$ cat src/core/ecc_pkg.sv
// Purpose: constants and types for the encoder counter with compare control
// Assumes: APB register access, 32-bit data, one clock
// Notes: table and command registers sit above the counter words
package ecc_pkg;
    localparam int ECC_CW = 18;
    localparam int ECC_NTAB = 16;
    localparam int ECC_NRANGE = 8;
    localparam int ECC_SCAN_CYCLES = 1000;
    // register byte offsets
    localparam logic [7:0] ECC_OFF_CNT_LO = 8'h00;
    localparam logic [7:0] ECC_OFF_CNT_HI = 8'h04;
    localparam logic [7:0] ECC_OFF_CLEAR = 8'h08;
    localparam logic [7:0] ECC_OFF_RANGE = 8'h0c;
    localparam logic [7:0] ECC_OFF_SETUP = 8'h10;
    localparam logic [7:0] ECC_OFF_LOAD = 8'h14;
    localparam logic [7:0] ECC_OFF_CMPCTL = 8'h18;
    localparam logic [7:0] ECC_OFF_RUN = 8'h1c;
    localparam logic [7:0] ECC_OFF_NTGT = 8'h20;
    localparam logic [7:0] ECC_OFF_STATUS = 8'h24;
    localparam logic [7:0] ECC_OFF_TABLE = 8'h40;
    // setup word fields
    localparam int ECC_SETUP_EN = 0;
    localparam int ECC_SETUP_INCR = 1;
    localparam int ECC_SETUP_SWRST = 2;
    localparam logic [15:0] ECC_SETUP_RESET = 16'h0000;
    // load codes and compare operands
    localparam logic [1:0] ECC_LD_TGT_GO = 2'h0;
    localparam logic [1:0] ECC_LD_RNG_GO = 2'h1;
    localparam logic [1:0] ECC_LD_TGT = 2'h2;
    localparam logic [1:0] ECC_LD_RNG = 2'h3;
    localparam logic [1:0] ECC_CMP_START = 2'h0;
    localparam logic [1:0] ECC_CMP_STOP = 2'h1;
    localparam logic [3:0] ECC_NEG_DIGIT = 4'hf;
    typedef enum {ECC_IDLE, ECC_COPY, ECC_ARMED} ecc_tab_state_t;
endpackage

$ cat src/core/ecc_top.sv
// Purpose: built-in high-speed counter with target and range comparison
// Assumes: pins synchronous to clock; APB slave with no wait states
// Notes: event outputs pulse on each target-match cycle or range entry; one bit per target entry, or per range in range mode
`timescale 1ns/1ps
module ecc_top #(
    parameter int SCAN_CYCLES = ecc_pkg::ECC_SCAN_CYCLES
) (
    // clock and reset
    input wire logic clock,
    input wire logic rst_n,
    // apb slave
    input wire logic psel,
    input wire logic penable,
    input wire logic pwrite,
    input wire logic [7:0] paddr,
    input wire logic [31:0] pwdata,
    output logic [31:0] prdata,
    output logic pready,
    output logic pslverr,
    // encoder pins
    input wire logic phase_a_input,
    input wire logic phase_b_input,
    input wire logic index_reset_input,
    // freed pins as ordinary inputs
    output logic phase_b_plain,
    output logic index_plain,
    // comparison events
    output logic [15:0] match_event,
    output logic [7:0] range_flags
);
    import ecc_pkg::*;

    ////////////////////////////////////////////////////////////////////////
    // apb handshake: data registered in setup, answered in access
    logic [31:0] prdata_q;
    logic pready_q;
    logic pslverr_q;
    logic wr_en;
    logic [31:0] rd_d;
    logic map_hit;
    logic [15:0] pv_lo_q, pv_hi_q, clear_ctl_q, setup_q, setup_live_q;
    logic [4:0] ntgt_q;
    logic run_q;
    logic [31:0] stage_q [ECC_NTAB];
    logic signed [ECC_CW-1:0] tab_q [ECC_NTAB];
    logic [7:0] range_q;
    ecc_tab_state_t tab_state_q;
    logic cmp_on_q, range_mode_q, go_after_q;

    // an errored access never writes, so pslverr doubles as the write guard
    assign wr_en = psel & penable & pready_q & pwrite & ~pslverr_q;

    always_comb begin
        rd_d = 32'h0000_0000;
        map_hit = 1'b1;
        if (paddr >= ECC_OFF_TABLE && paddr < ECC_OFF_TABLE + 8'h40 && paddr[1:0] == 2'h0) begin
            rd_d = stage_q[paddr[5:2]];
        end else begin
            case (paddr)
                ECC_OFF_CNT_LO: rd_d = {16'h0000, pv_lo_q};
                ECC_OFF_CNT_HI: rd_d = {16'h0000, pv_hi_q};
                ECC_OFF_CLEAR: rd_d = {16'h0000, clear_ctl_q};
                ECC_OFF_RANGE: rd_d = {24'h000000, range_q};
                ECC_OFF_SETUP: rd_d = {16'h0000, setup_q};
                ECC_OFF_RUN: rd_d = {31'h00000000, run_q};
                ECC_OFF_NTGT: rd_d = {27'h0000000, ntgt_q};
                ECC_OFF_STATUS: rd_d = {28'h0000000, tab_state_q == ECC_COPY, range_mode_q,
                    cmp_on_q, tab_state_q == ECC_ARMED};
                ECC_OFF_LOAD, ECC_OFF_CMPCTL: rd_d = 32'h0000_0000;
                default: map_hit = 1'b0;
            endcase
        end
    end

    always_ff @(posedge clock) begin
        if (!rst_n) begin
            prdata_q <= 32'h0000_0000;
            pready_q <= 1'b0;
            pslverr_q <= 1'b0;
        end else if (psel & ~penable) begin
            prdata_q <= rd_d;
            pready_q <= 1'b1;
            pslverr_q <= ~map_hit;
        end else begin
            pready_q <= 1'b0;
            pslverr_q <= 1'b0;
        end
    end

    ////////////////////////////////////////////////////////////////////////
    // software-written state
    logic run_start;
    logic ld_cmd, cc_cmd;
    assign run_start = wr_en && paddr == ECC_OFF_RUN && pwdata[0] && !run_q;
    assign ld_cmd = wr_en && paddr == ECC_OFF_LOAD;
    assign cc_cmd = wr_en && paddr == ECC_OFF_CMPCTL;

    always_ff @(posedge clock) begin
        if (!rst_n) begin
            setup_q <= ECC_SETUP_RESET;
            clear_ctl_q <= 16'h0000;
            ntgt_q <= 5'h01;
            run_q <= 1'b0;
        end else if (wr_en) begin
            case (paddr)
                ECC_OFF_SETUP: setup_q <= pwdata[15:0];
                ECC_OFF_CLEAR: clear_ctl_q <= pwdata[15:0];
                ECC_OFF_NTGT: ntgt_q <= (pwdata[4:0] == 5'h00 || pwdata[4:0] > 5'h10) ? 5'h10 : pwdata[4:0];
                ECC_OFF_RUN: run_q <= pwdata[0];
                default: ;
            endcase
        end
    end

    always_ff @(posedge clock) begin
        if (wr_en && paddr >= ECC_OFF_TABLE && paddr < ECC_OFF_TABLE + 8'h40) begin
            stage_q[paddr[5:2]] <= pwdata;
        end
    end

    // the live setup is a snapshot; editing setup while running has no effect
    always_ff @(posedge clock) begin
        if (!rst_n) begin
            setup_live_q <= ECC_SETUP_RESET;
        end else if (run_start) begin
            setup_live_q <= setup_q;
        end
    end

    logic cnt_en, incr_mode, sw_only;
    assign cnt_en = setup_live_q[ECC_SETUP_EN];
    assign incr_mode = setup_live_q[ECC_SETUP_INCR];
    assign sw_only = setup_live_q[ECC_SETUP_SWRST];

    ////////////////////////////////////////////////////////////////////////
    // pin decode
    logic a_q, b_q, z_q;
    logic [1:0] pos_old, pos_new, step;
    function automatic logic [1:0] ecc_pos(input logic a, input logic b);
        // gray order 00, 10, 11, 01 is one forward quarter per step
        case ({a, b})
            2'b00: ecc_pos = 2'h0;
            2'b10: ecc_pos = 2'h1;
            2'b11: ecc_pos = 2'h2;
            default: ecc_pos = 2'h3;
        endcase
    endfunction
    assign pos_old = ecc_pos(a_q, b_q);
    assign pos_new = ecc_pos(phase_a_input, phase_b_input);
    assign step = pos_new - pos_old;

    always_ff @(posedge clock) begin
        if (!rst_n) begin
            a_q <= 1'b0;
            b_q <= 1'b0;
            z_q <= 1'b0;
            phase_b_plain <= 1'b0;
            index_plain <= 1'b0;
        end else begin
            a_q <= phase_a_input;
            b_q <= phase_b_input;
            z_q <= index_reset_input;
            phase_b_plain <= (incr_mode || !cnt_en) ? phase_b_input : 1'b0;
            index_plain <= (sw_only || !cnt_en) ? index_reset_input : 1'b0;
        end
    end

    ////////////////////////////////////////////////////////////////////////
    // count
    logic signed [ECC_CW-1:0] count_q;
    logic clr_now;
    logic inc, dec;
    // index method: the clear bit arms, the index rising edge clears
    assign clr_now = clear_ctl_q[0] && (sw_only || (index_reset_input && !z_q));
    assign inc = incr_mode ? (phase_a_input && !a_q) : (step == 2'h1);
    assign dec = !incr_mode && step == 2'h3;

    // saturates at the mode limits; overflow status is not kept, so software sees a stuck value
    always_ff @(posedge clock) begin
        if (!rst_n || run_start || clr_now) begin
            count_q <= '0;
        end else if (cnt_en && inc) begin
            if (incr_mode ? count_q < ECC_CW'(65535) : count_q < ECC_CW'(32767)) begin
                count_q <= count_q + ECC_CW'(1);
            end
        end else if (cnt_en && dec && count_q > -ECC_CW'(32768)) begin
            count_q <= count_q - ECC_CW'(1);
        end
    end

    ////////////////////////////////////////////////////////////////////////
    // scan tick and digit words
    localparam int SCW = $clog2(SCAN_CYCLES + 1);
    logic [SCW-1:0] scan_cnt_q;
    logic scan_tick;
    assign scan_tick = scan_cnt_q == SCW'(SCAN_CYCLES - 1);
    always_ff @(posedge clock) begin
        if (!rst_n || scan_tick) begin
            scan_cnt_q <= '0;
        end else begin
            scan_cnt_q <= scan_cnt_q + SCW'(1);
        end
    end

    function automatic logic [19:0] ecc_bcd(input logic [16:0] bin);
        logic [19:0] d;
        d = 20'h00000;
        for (int i = 16; i >= 0; i--) begin
            for (int k = 0; k < 5; k++) begin
                if (d[k*4 +: 4] > 4'h4) begin
                    d[k*4 +: 4] = d[k*4 +: 4] + 4'h3;
                end
            end
            d = {d[18:0], bin[i]};
        end
        return d;
    endfunction

    logic [16:0] mag;
    logic [31:0] pv_word;
    assign mag = count_q[ECC_CW-1] ? 17'(-count_q) : count_q[16:0];
    assign pv_word = {count_q[ECC_CW-1] ? ECC_NEG_DIGIT : 4'h0, 8'h00, ecc_bcd(mag)};

    always_ff @(posedge clock) begin
        if (!rst_n) begin
            pv_lo_q <= 16'h0000;
            pv_hi_q <= 16'h0000;
        end else if (cnt_en) begin
            if (run_start || scan_tick) begin
                pv_lo_q <= pv_word[15:0];
                pv_hi_q <= pv_word[31:16];
            end
        end else if (wr_en && paddr == ECC_OFF_CNT_LO) begin
            pv_lo_q <= pwdata[15:0];
        end else if (wr_en && paddr == ECC_OFF_CNT_HI) begin
            pv_hi_q <= pwdata[15:0];
        end
    end

    ////////////////////////////////////////////////////////////////////////
    // table load and compare control
    logic [3:0] copy_idx_q;
    always_ff @(posedge clock) begin
        if (!rst_n || run_start) begin
            tab_state_q <= ECC_IDLE;
            cmp_on_q <= 1'b0;
            range_mode_q <= 1'b0;
            go_after_q <= 1'b0;
            copy_idx_q <= 4'h0;
        end else if (ld_cmd) begin
            tab_state_q <= ECC_COPY;
            cmp_on_q <= 1'b0;
            range_mode_q <= pwdata[1:0] == ECC_LD_RNG_GO || pwdata[1:0] == ECC_LD_RNG;
            go_after_q <= pwdata[1:0] == ECC_LD_TGT_GO || pwdata[1:0] == ECC_LD_RNG_GO;
            copy_idx_q <= 4'h0;
        end else begin
            case (tab_state_q)
                ECC_COPY: begin
                    copy_idx_q <= copy_idx_q + 4'h1;
                    if (copy_idx_q == 4'hf) begin
                        tab_state_q <= ECC_ARMED;
                        cmp_on_q <= go_after_q;
                    end
                end
                ECC_ARMED: begin
                    if (cc_cmd && pwdata[1:0] == ECC_CMP_STOP) begin
                        cmp_on_q <= 1'b0;
                    end else if (cc_cmd && pwdata[1:0] == ECC_CMP_START) begin
                        cmp_on_q <= 1'b1;
                    end
                end
                ECC_IDLE: cmp_on_q <= 1'b0;
                default: tab_state_q <= ECC_IDLE;
            endcase
        end
    end

    // held until the next load overwrites it
    always_ff @(posedge clock) begin
        if (tab_state_q == ECC_COPY) begin
            tab_q[copy_idx_q] <= stage_q[copy_idx_q][ECC_CW-1:0];
        end
    end

    ////////////////////////////////////////////////////////////////////////
    // target and range comparison
    logic [3:0] tgt_idx_q;
    logic tgt_hit;
    logic [7:0] in_range;
    assign tgt_hit = cmp_on_q && !range_mode_q && count_q == tab_q[tgt_idx_q];

    genvar g;
    generate
        for (g = 0; g < ECC_NRANGE; g++) begin : g_rng
            // entries 0..7 lower limits, 8..15 upper limits
            assign in_range[g] = count_q >= tab_q[g] && count_q <= tab_q[g + ECC_NRANGE];
        end
    endgenerate

    always_ff @(posedge clock) begin
        if (!rst_n || ld_cmd || run_start) begin
            tgt_idx_q <= 4'h0;
        end else if (tgt_hit) begin
            tgt_idx_q <= (5'(tgt_idx_q) + 5'h01 >= ntgt_q) ? 4'h0 : tgt_idx_q + 4'h1;
        end
    end

    always_ff @(posedge clock) begin
        if (!rst_n) begin
            range_q <= 8'h00;
            match_event <= 16'h0000;
        end else begin
            match_event <= 16'h0000;
            if (cmp_on_q && range_mode_q) begin
                range_q <= in_range;
                match_event <= {8'h00, in_range & ~range_q};
            end else begin
                range_q <= 8'h00;
                if (tgt_hit) begin
                    match_event <= 16'h0001 << tgt_idx_q;
                end
            end
        end
    end

    assign prdata = prdata_q;
    assign pready = pready_q;
    assign pslverr = pslverr_q;
    assign range_flags = range_q;

    ////////////////////////////////////////////////////////////////////////
    // checks
    chk_load_go_starts: assert property (@(posedge clock) disable iff (!rst_n)
        tab_state_q == ECC_COPY && copy_idx_q == 4'hf && go_after_q && !ld_cmd && !run_start
        |=> cmp_on_q) else $error("load-and-start did not begin comparison");
    chk_load_only_idle: assert property (@(posedge clock) disable iff (!rst_n)
        ld_cmd && pwdata[1] |=> !cmp_on_q [*8]) else $error("load-only code started comparison");
    chk_no_cmp_copy: assert property (@(posedge clock) disable iff (!rst_n)
        tab_state_q != ECC_ARMED |-> !cmp_on_q) else $error("comparing without a loaded table");
    chk_stop_halts: assert property (@(posedge clock) disable iff (!rst_n)
        cc_cmd && pwdata[1:0] == ECC_CMP_STOP && tab_state_q == ECC_ARMED && !run_start
        |=> !cmp_on_q ##1 match_event == 16'h0000) else $error("stop did not halt comparison");
    chk_clear_zero: assert property (@(posedge clock) disable iff (!rst_n)
        clr_now |=> count_q == 0) else $error("clear bit did not clear count");
    chk_run_clears: assert property (@(posedge clock) disable iff (!rst_n)
        run_start |=> count_q == 0 && setup_live_q == $past(setup_q)) else $error("run start missed clear");
    chk_setup_frozen: assert property (@(posedge clock) disable iff (!rst_n)
        !run_start |=> setup_live_q == $past(setup_live_q)) else $error("setup changed while running");
    chk_incr_range: assert property (@(posedge clock) disable iff (!rst_n)
        cnt_en && incr_mode |-> count_q >= 0) else $error("incrementing count went negative");
    chk_pv_refresh: assert property (@(posedge clock) disable iff (!rst_n)
        cnt_en && !scan_tick && !run_start |=> $stable(pv_lo_q) && $stable(pv_hi_q))
        else $error("count words changed between scans");
    chk_target_event: assert property (@(posedge clock) disable iff (!rst_n)
        tgt_hit |=> match_event[$past(tgt_idx_q)]) else $error("target match gave no event");
    chk_range_flag: assert property (@(posedge clock) disable iff (!rst_n)
        cmp_on_q && range_mode_q |=> range_q == $past(in_range)) else $error("range flags wrong");
    chk_free_pin: assert property (@(posedge clock) disable iff (!rst_n)
        incr_mode |=> phase_b_plain == $past(phase_b_input)) else $error("phase b pin not freed");
    chk_index_held: assert property (@(posedge clock) disable iff (!rst_n)
        cnt_en && !sw_only |=> !index_plain) else $error("index pin shown while counter uses it");
    chk_storage_word: assert property (@(posedge clock) disable iff (!rst_n)
        !cnt_en && wr_en && paddr == ECC_OFF_CNT_LO |=> pv_lo_q == $past(pwdata[15:0]))
        else $error("disabled count word not writable");
    chk_flags_cleared: assert property (@(posedge clock) disable iff (!rst_n)
        !(cmp_on_q && range_mode_q) |=> range_q == 8'h00) else $error("range flags set while not comparing");

    cov_target_wrap: cover property (@(posedge clock) disable iff (!rst_n)
        tgt_hit && tgt_idx_q != 4'h0 ##1 tgt_idx_q == 4'h0);
    cov_range_hit: cover property (@(posedge clock) disable iff (!rst_n) |match_event && range_mode_q);
    cov_index_clear: cover property (@(posedge clock) disable iff (!rst_n) clr_now && !sw_only);
    cov_load_only: cover property (@(posedge clock) disable iff (!rst_n) ld_cmd && pwdata[1]);
    cov_negative: cover property (@(posedge clock) disable iff (!rst_n) pv_hi_q[15:12] == ECC_NEG_DIGIT);
endmodule
$ cat config.mk
export PLATFORM = sky130hd
export DESIGN_NAME = ecc_top
export DESIGN_NICKNAME = d
export VERILOG_FILES = /design/src/core/ecc_pkg.sv /design/src/core/ecc_top.sv
export SDC_FILE = /design/constraint.sdc
export NUM_CORES = 2
export LEC_CHECK = 0
export BUFFER_PORTS_ARGS = -buffer_cell sky130_fd_sc_hd__buf_2
export CORE_ASPECT_RATIO = 0.75
export CORE_MARGIN = 1
export CORE_UTILIZATION = 53
export CTS_BUF_LIST = sky130_fd_sc_hd__clkbuf_16
export DETAILED_ROUTE_END_ITERATION = 8
export GPL_TIMING_DRIVEN = 0
export PLACE_DENSITY = 0.69
export SYNTH_ARGS = -nofsm -noshare
export SYNTH_HDL_FRONTEND = slang
export SYNTH_SLANG_ARGS = --single-unit
$ cat constraint.sdc
create_clock -name clock -period 38.7 [get_ports clock]
set_input_delay 7.74 -clock clock [delete_from_list [all_inputs] [get_ports clock]]
set_output_delay 7.74 -clock clock [all_outputs]
set_load 0.05 [all_outputs]
After elaboration in Yosys (flattened, before gate mapping) --
Memory sizes are Yosys's and may differ from the RTL's. A register that Yosys moved wholly into a read port is not among the register bits. Index checks and enable logic that the tools add are counted.
Operators by class: magnitude comparators 63, equal/unequal tests 31, reduce and logical (&&, ||, !) cells 79, add/sub/neg operators 48, bitwise gates (word level) 13, shifts and indexed selects 1, mux-type cells 80
Operators with widths (count):
- two-way mux 4 bit | 44
- greater-or-equal comparator 18 bit | 8
- <= comparator 18 bit | 8
- greater-than comparator 4 x 3 -> 1 bit (second input constant) | 35
- adder 4 x 2 -> 4 bit (second input constant) | 34
- case mux 16 bit (8 select lines) | 1
- two-way mux 16 bit | 7
- equality test 32 x 2 -> 1 bit (second input constant) | 2
- two-way mux 32 bit | 2
- case mux 32 bit (2 select lines) | 1
- two-way mux 18 bit | 3
- equality test 32 x 1 -> 1 bit (second input constant) | 1
- equality test 32 x 3 -> 1 bit (second input constant) | 1
- equality test 8 x 5 -> 1 bit (second input constant) | 4
- logical NOT 32 bit | 1
- logical AND 1 bit | 31
- AND reduction 2 bit | 12
- adder 18 x 2 -> 18 bit (second input constant) | 1
- equality test 18 bit | 1
- greater-than comparator 18 x 16 -> 1 bit (second input constant) | 1
- < comparator 18 x 16 -> 1 bit (second input constant) | 1
- < comparator 18 x 17 -> 1 bit (second input constant) | 1
- subtractor 18 x 2 -> 18 bit (second input constant) | 1
- two-way mux 17 bit | 1
- 44 further kinds | 113
Word-level totals: RAM bits 800, register bits after elaboration 207, logic and storage cells 344, output and inout port bits 60, memories 2, bits of input ports 48
Memories:
- stage_q | depth 16, bits a word 32, read ports 2, clocked after memory_dff 1, write ports 1, line ecc_top.sv:44 | logic [31:0] stage_q [ECC_NTAB];
- tab_q | depth 16, bits a word 18, read ports 17, clocked after memory_dff 1, write ports 1, line ecc_top.sv:45 | logic signed [ECC_CW-1:0] tab_q [ECC_NTAB];

Depth between registers and ports, before layout --
depth in word-level cells 32, depth in mapped cells 72, mapped depth without buffers 70

Worst setup path before layout --
OpenSTA, ideal clock, no wires.
kind flip-flop to flip-flop, start point reg count_q[0], end point reg pv_lo_q[13], buffers on the path 3, library setup time 95 ps, period minus slack after synthesis 14323 ps, arrival time 14227 ps, required time 38605 ps, stages on the path, launching flop included 64, path slack 24377 ps, path through dfxtp_1 > inv_1 > ha_1 > or3b_2 > clkbuf_1 > nor4_4 > inv_1 > o21ai_0 > xnor2_1 > ha_1 > clkbuf_1 > nor3b_1 > mux2i_1 > nand2_1 > or4b_4 > nand2_4 > inv_4 > ha_1 > [28 not listed] > mux2i_2 > ha_1 > buf_1 > nand2_1 > o32ai_1 > or3b_1 > and2_1 > a21boi_0 > mux2i_1 > ha_1 > a21oi_1 > mux2i_2 > ha_1 > o21ai_0 > a32oi_1 > o221ai_1 > xor2_1 > o311ai_1
On the way: cells in the longest elaborated chain, start to end 32, elaborated cells on any way between the ends 100, classes of those cells add/sub (33); order compare (32); mux (35)
Ends and longest elaborated chain:
- from (decl) | line ecc_top.sv:170 | logic signed [ECC_CW-1:0] count_q;
- from (signal assigned) | line ecc_top.sv:184 | count_q <= count_q + ECC_CW'(1);
- from (signal assigned) | line ecc_top.sv:187 | count_q <= count_q - ECC_CW'(1);
- negation 17 bit * | line ecc_top.sv:221 | assign mag = count_q[ECC_CW-1] ? 17'(-count_q) : count_q[16:0];
- two-way mux 17 bit * | line ecc_top.sv:221
- adder 3 x 2 -> 4 bit / greater-than comparator 3 bit (equally long branches) | line ecc_top.sv:211, ecc_top.sv:210
- two-way mux 4 bit | line ecc_top.sv:210 | if (d[k*4 +: 4] > 4'h4) begin
- adder 4 x 2 -> 4 bit / greater-than comparator 4 x 3 -> 1 bit (equally long branches) | line ecc_top.sv:211, ecc_top.sv:210
- two-way mux 4 bit | line ecc_top.sv:210
- adder 4 x 2 -> 4 bit / greater-than comparator 4 x 3 -> 1 bit (equally long branches) | line ecc_top.sv:211, ecc_top.sv:210
- two-way mux 4 bit | line ecc_top.sv:210
- [16 not listed]
- adder 4 x 2 -> 4 bit / greater-than comparator 4 x 3 -> 1 bit (equally long branches) | line ecc_top.sv:211, ecc_top.sv:210
- two-way mux 4 bit | line ecc_top.sv:210
- adder 4 x 2 -> 4 bit / greater-than comparator 4 x 3 -> 1 bit (equally long branches) | line ecc_top.sv:211, ecc_top.sv:210
- two-way mux 4 bit | line ecc_top.sv:210
- adder 4 x 2 -> 4 bit / greater-than comparator 4 x 3 -> 1 bit (equally long branches) | line ecc_top.sv:211, ecc_top.sv:210
- two-way mux 4 bit * | line ecc_top.sv:210
- two-way mux 16 bit * | line ecc_top.sv:229 | if (run_start || scan_tick) begin
- two-way mux 16 bit * | line ecc_top.sv:228 | end else if (cnt_en) begin
- to (signal assigned) | line ecc_top.sv:230 | pv_lo_q <= pv_word[15:0];
- to (signal assigned) | line ecc_top.sv:234 | pv_lo_q <= pwdata[15:0];
- to (decl) | line ecc_top.sv:41 | logic [15:0] pv_lo_q, pv_hi_q, clear_ctl_q, setup_q, setup_live_q;
Every way passes the cells marked *; elsewhere a longest branch is shown, timed or not. The select of a mux whose other input is x is not followed. A chain may end at the register's enable or synchronous reset.

Worst setup path after layout --
start point reg count_q[0], end point reg pv_hi_q[2]
On the way: cells in the longest elaborated chain, start to end 32, elaborated cells on any way between the ends 94, classes of those cells add/sub (31); order compare (30); mux (33)
Ends and longest elaborated chain:
- negation 17 bit * | line ecc_top.sv:221
- two-way mux 17 bit * | line ecc_top.sv:221
- adder 3 x 2 -> 4 bit / greater-than comparator 3 bit (equally long branches) | line ecc_top.sv:211, ecc_top.sv:210
- two-way mux 4 bit | line ecc_top.sv:210
- adder 4 x 2 -> 4 bit / greater-than comparator 4 x 3 -> 1 bit (equally long branches) | line ecc_top.sv:211, ecc_top.sv:210
- two-way mux 4 bit | line ecc_top.sv:210
- adder 4 x 2 -> 4 bit / greater-than comparator 4 x 3 -> 1 bit (equally long branches) | line ecc_top.sv:211, ecc_top.sv:210
- two-way mux 4 bit | line ecc_top.sv:210
- [16 not listed]
- adder 4 x 2 -> 4 bit / greater-than comparator 4 x 3 -> 1 bit (equally long branches) | line ecc_top.sv:211, ecc_top.sv:210
- two-way mux 4 bit | line ecc_top.sv:210
- adder 4 x 2 -> 4 bit, or another cell as far along | line ecc_top.sv:211 | d[k*4 +: 4] = d[k*4 +: 4] + 4'h3;
- two-way mux 4 bit / two-way mux 3 bit (equally long branches) | line ecc_top.sv:210
- greater-than comparator 4 x 3 -> 1 bit / adder 3 x 2 -> 3 bit (equally long branches) | line ecc_top.sv:210, ecc_top.sv:211
- two-way mux 3 bit * | line ecc_top.sv:210
- two-way mux 16 bit * | line ecc_top.sv:229
- two-way mux 16 bit * | line ecc_top.sv:228
- to (signal assigned) | line ecc_top.sv:231 | pv_hi_q <= pv_word[31:16];
- to (signal assigned) | line ecc_top.sv:236 | pv_hi_q <= pwdata[15:0];
- to (decl) | line ecc_top.sv:41
Marks and branches as above.

==> summary by stage <==
Routing
The vias after detailed routing is a little over 40k. The detail route stage leaves a number of antenna-violating nets equal to 0. The remaining design rule violation count is 0.

In the final routed layout, each cell accounts on average for about 29 um. Using the TritonRoute via totals, the vias-per-cell ratio works out to between 6 and 7. The initial DRC count is just under 6k.

The final layout contains routed wiring with a total length of about 170,000 um. The number of detailed-route iterations in the first pass is 6.

Critical path
The slowest stage of the critical path belongs to the cell sky130_fd_sc_hd__inv_1. The required time of the critical path is approximately 39 ns. The startpoint type of the worst setup path is a flop.

In this run the worst setup path terminates at pv_hi_q[2]$_SDFFE_PN0P_. The worst register-to-register path has a setup slack of approximately 21 ns. The depth of the worst register-to-register path is 66. The top fanout value on the critical path is 18. On the worst path, the slowest cell contributes a delay of a little over 1 ns. The startpoint of the lowest-slack register-to-register path is count_q[0]$_SDFFE_PP0P_.

The nature of the critical path endpoint is a flop. The critical path's most frequent cell is sky130_fd_sc_hd__ha_1. The critical path is of the reg2reg type. The data arrival time of the critical path is 18.37 ns. The endpoint of the worst-slack reg-to-reg timing path is pv_hi_q[2]$_SDFFE_PN0P_. The critical path startpoint is count_q[0]$_SDFFE_PP0P_.

Clock tree
The buffer depth of the longest clock path is 3. The CTS clock-pin slew for the worst setup and hold paths is 0.06 ns. The H-tree was split into 3 levels.

The tree is rooted in a sky130_fd_sc_hd__clkbuf_16. The clock latency reported for the late side of the worst-skew pair is slightly above 0.7 ns. The clock tree from TritonCTS is built. The TritonCTS sink count is between 900 and 1k. Once the clock tree was built, the setup fixing pass inserted 0 buffers. The number of clock buffers inserted by TritonCTS is 99. The number of hold buffers added after CTS was 0. Once the clock tree was built, the resizer swapped 0 gates to a different size.

Timing
The part of the cycle the worst path needs is a little under half. Setup violations remaining at the end of the flow were counted as 0. The number of hold violations in the final report is 0. In the post-route analysis, the smallest setup slack over all paths is roughly 21 ns. The final count of pins violating max slew came to 66. The largest clock skew in the final design is approximately 0.09 ns. Based on the critical path, the design can be clocked at up to ~0.056 GHz.

The worst slew slack as a fraction of its limit is -9.11%. At the pin with the least slew margin, the transition time is approximately 1.6 ns. In the final timing run, aggregate negative setup slack is 0 ns. The worst path in the final design needs a cycle of ~18 ns, including I/O delays and setup. Setup repair after global routing left no endpoint under its margin.

Synth
Among all flip-flop cells after synthesis, the most frequent one is sky130_fd_sc_hd__edfxtp_1. The fraction of post-synthesis cell area in the top cell type by area is 43.1%. The share of the Yosys chip area taken by registers is about half.

For this run, asynchronously set or reset flops after synthesis account for 0%. Of the total synthesized cell area, the portion taken by XOR and XNOR cells is roughly 1.7%. Summing the areas of all fa, ha and maj instances in the mapped netlist gives between 8 and 9% of the synthesized area.

Summing the areas of all compound-gate instances in the mapped netlist gives between 10% and 20% of the synthesized area. The cell type with the largest total area after synthesis is sky130_fd_sc_hd__edfxtp_1. After synthesis the cells add up to about 56,000 um2.

After synthesis, the cell types taking the most area are sky130_fd_sc_hd__edfxtp_1 (43%), sky130_fd_sc_hd__mux4_2 (14%), sky130_fd_sc_hd__ha_1 (8.2%). The total of flip-flops plus latches after synthesis is approximately 990. The number of warnings printed during yosys synthesis is 0. When the netlist entered floorplanning its net count stood at 4,768. After synthesis, the largest family of logic cells by area is multiplexers. In this run, distinct cell masters in the synthesized netlist total roughly 120. Of the total synthesized cell area, the portion taken by AND, OR, NAND and NOR gates is roughly a tenth. A synthesized cell averages 12.8 um2. The multiplexer area fraction after synthesis is between 10% and 20%. In this run, synthesis inferred 800 flip-flops with an integrated enable. Synthesis produced a netlist whose cell count is 4,352.

Cells and area
The post-route netlist has 16.5% of its cells at a drive strength greater than 1. Fill cells in the final layout number slightly above 8k. After the last flow step, the layout net total stands at 4,991.

The area used by multi-input combinational logic is about 26,000 um2. From synthesis to final layout, the design area changed by 10.7%. The register cell area after layout is around 28,000 um2.

The count of placed standard cells in the final layout, fillers left out is around 6.1k.

Placed design
During placement, the flow inserted port buffers numbering 105. At the placement stage, the worst setup path has a slack of around 21 ns. Summed over all nets, the half-perimeter wirelength after detailed placement is between 100,000 and 150,000 um.

Counting tap cells, the placed design contains a total of about 5.9k instances. The global placement routability congestion is 0.991.

Run status
The checks that failed: capacitance limit, slew limit. The run finished, with violations left.

Global route
Entering global routing, the biggest net connects 25 pins. After global routing the overflow that remains totals 0. For met1 alone, demand over resource in global routing was a little under half. For this run, global-route usage on met2 was measured as 45.0%. The most used routing layer is met1. The initial antenna violation count was 11.

The met3 routing resource usage after global routing is 11.7%. The via count of the first global-routing pass came to 37.9k. The total global-route track usage is between 30 and 40%. The first global-routing pass estimated roughly 250,000 um of wire.

Min path
The class of the worst hold path is reg2reg.

Pwr
The clock network accounts for 43.9% of the total power. Power spread over the standard cell area amounts to between 30 and 40 nW/um2. For this design the static power due to leakage is roughly 23 nW. The share of total power in combinational logic is ~3.1%. The share of total power dissipated in sequential elements is a little over half. The worst ir drop on vdd is ~37 uV.

The reported net switching power is 479 uW. The internal power of the cells is ~1.7 mW. The net switching share of the total power is between 20% and 30%. The overall power of the completed layout is roughly 2.2 mW.

Floorplan
The die boundary width is 377 um. The height of the chip is 283 um. The floorplan has about 100 rows. between 100 and 150 I/O pins were placed.

The area enclosed by the die boundary is 107,000 um2. The effective utilization at floorplan is 53.8%. The region available for standard cell placement spans 104,000 um2.

Flow run
Max-cap violations in this run came to 3.
kinds of logic (layout without fill, tap and decap cells):
group,after synthesis,count (layout)
flip-flops,985,985
buffers and inverters,542,851
adder cells (fa/ha/maj),369,369
AO/OA/AOI/OAI,889,889
AND/OR/NAND/NOR,1023,1023
multiplexers,442,442
other,0,7
XOR/XNOR,102,102
power groups by stage:
| stage | Sequential (mW) | Combinational (mW) | Clock (mW) |
|---|---|---|---|
| 5_1_grt | 1.14 | 0.0685 | 0.984 |
| 4_1_cts | 1.14 | 0.0643 | 0.944 |
| 2_1_floorplan | 1.16 | 0.0340 | 0 |
| 3_3_place_gp | 1.16 | 0.0627 | 0 |
| 3_5_place_dp | 1.16 | 0.0643 | 0 |
| 6_report | 1.14 | 0.0659 | 0.945 |
Yosys cell counts, drive strengths merged, types with 18 or more instances:
master    n
and3     33
dfxtp   185
clkbuf  126
xor2     34
a22oi    40
o21a     22
a21boi   55
mux2     25
buf      57
a211oi   33
mux4    345
and2     44
nand2b   39
a22o     21
nor2    207
nor2b    88
o21bai   18
a21oi   200
nand2   253
o21ai   153
a31oi    28
edfxtp  800
mux2i    72
inv     358
or3      18
xnor2    68
nor3     72
nand3    85
nor4     32
ha      367
a21o     86
nand4    76
o211ai   47
registers in the layout, summed over array words and instances, names as in the netlist, 5 cells and up, named ones only:
signal,flops
tab_q,288
setup_q,16
match_event,16
pv_hi_q,16
range_flags,8
clear_ctl_q,16
ntgt_q,5
count_q,18
prdata,32
scan_cnt_q,10
pv_lo_q,16
stage_q,512
stage by stage:
stage	hold WS, ns	utilization [%]	cell area (um2)
finish	0.464	59.5	61800
global route	0.490	59.5	61700
CTS	0.464	59.5	61700
detailed placement	0.455	56.4	58500
global placement	0.443	56.0	58100
floorplan	0.430	-	55800
final cells by class:
type,instances,share of cell area [%]
Inverter,359,2.19
Tap cell,1404,2.84
Clock inverter,85,1.00
Antenna cell,7,0.0284
Sequential cell,985,44.9
Timing Repair Buffer,122,1.43
Multi-Input combinational cell,2825,42.3
Buffer,183,1.17
Clock buffer,102,4.13
critical path, delay by kind of cell (launching register included):
kind            cells  cell delay, ns
mux                 5            1.90
buf+inv            10            2.64
xor+xnor            5            1.01
flops               1            0.44
fa+ha+maj          10            2.55
simple gates       16            4.08
compound gates     20            5.10
layer usage:
metal | up-vias | share of wire [%]
li1 | 17400 | -
met1 | 20200 | 41
met2 | 2704 | 42
met3 | 325 | 15
met4 | 10 | 2.8
met5 | - | 0.033
placed cells by master (no fill, tap or decap), drive strengths merged, types with 55 or more instances in the layout:
cell type and instances:
mux2i 72, clkbuf 229, dfxtp 185, nor2 207, buf 178, mux4 345
a21boi 55, ha 367, a21o 86, xnor2 68, a21oi 200, nand2 253
edfxtp 800, nand4 76, inv 398, nor2b 88, o21ai 153, nand3 85
nor3 72
worst min-delay path by stage:
stage	from	to	slack, ns	cells past startpoint
floorplan	scan_cnt_q[0]$_SDFF_PP0_	scan_cnt_q[0]$_SDFF_PP0_	0.43	1
global placement	scan_cnt_q[0]$_SDFF_PP0_	scan_cnt_q[0]$_SDFF_PP0_	0.44	1
detailed placement	scan_cnt_q[0]$_SDFF_PP0_	scan_cnt_q[0]$_SDFF_PP0_	0.46	1
CTS	scan_cnt_q[0]$_SDFF_PP0_	scan_cnt_q[0]$_SDFF_PP0_	0.46	1
global route	clear_ctl_q[10]$_SDFFE_PN0P_	clear_ctl_q[10]$_SDFFE_PN0P_	0.49	2
finish	scan_cnt_q[0]$_SDFF_PP0_	scan_cnt_q[0]$_SDFF_PP0_	0.46	1
No activity file was read; power rests on OpenSTA's default activity.
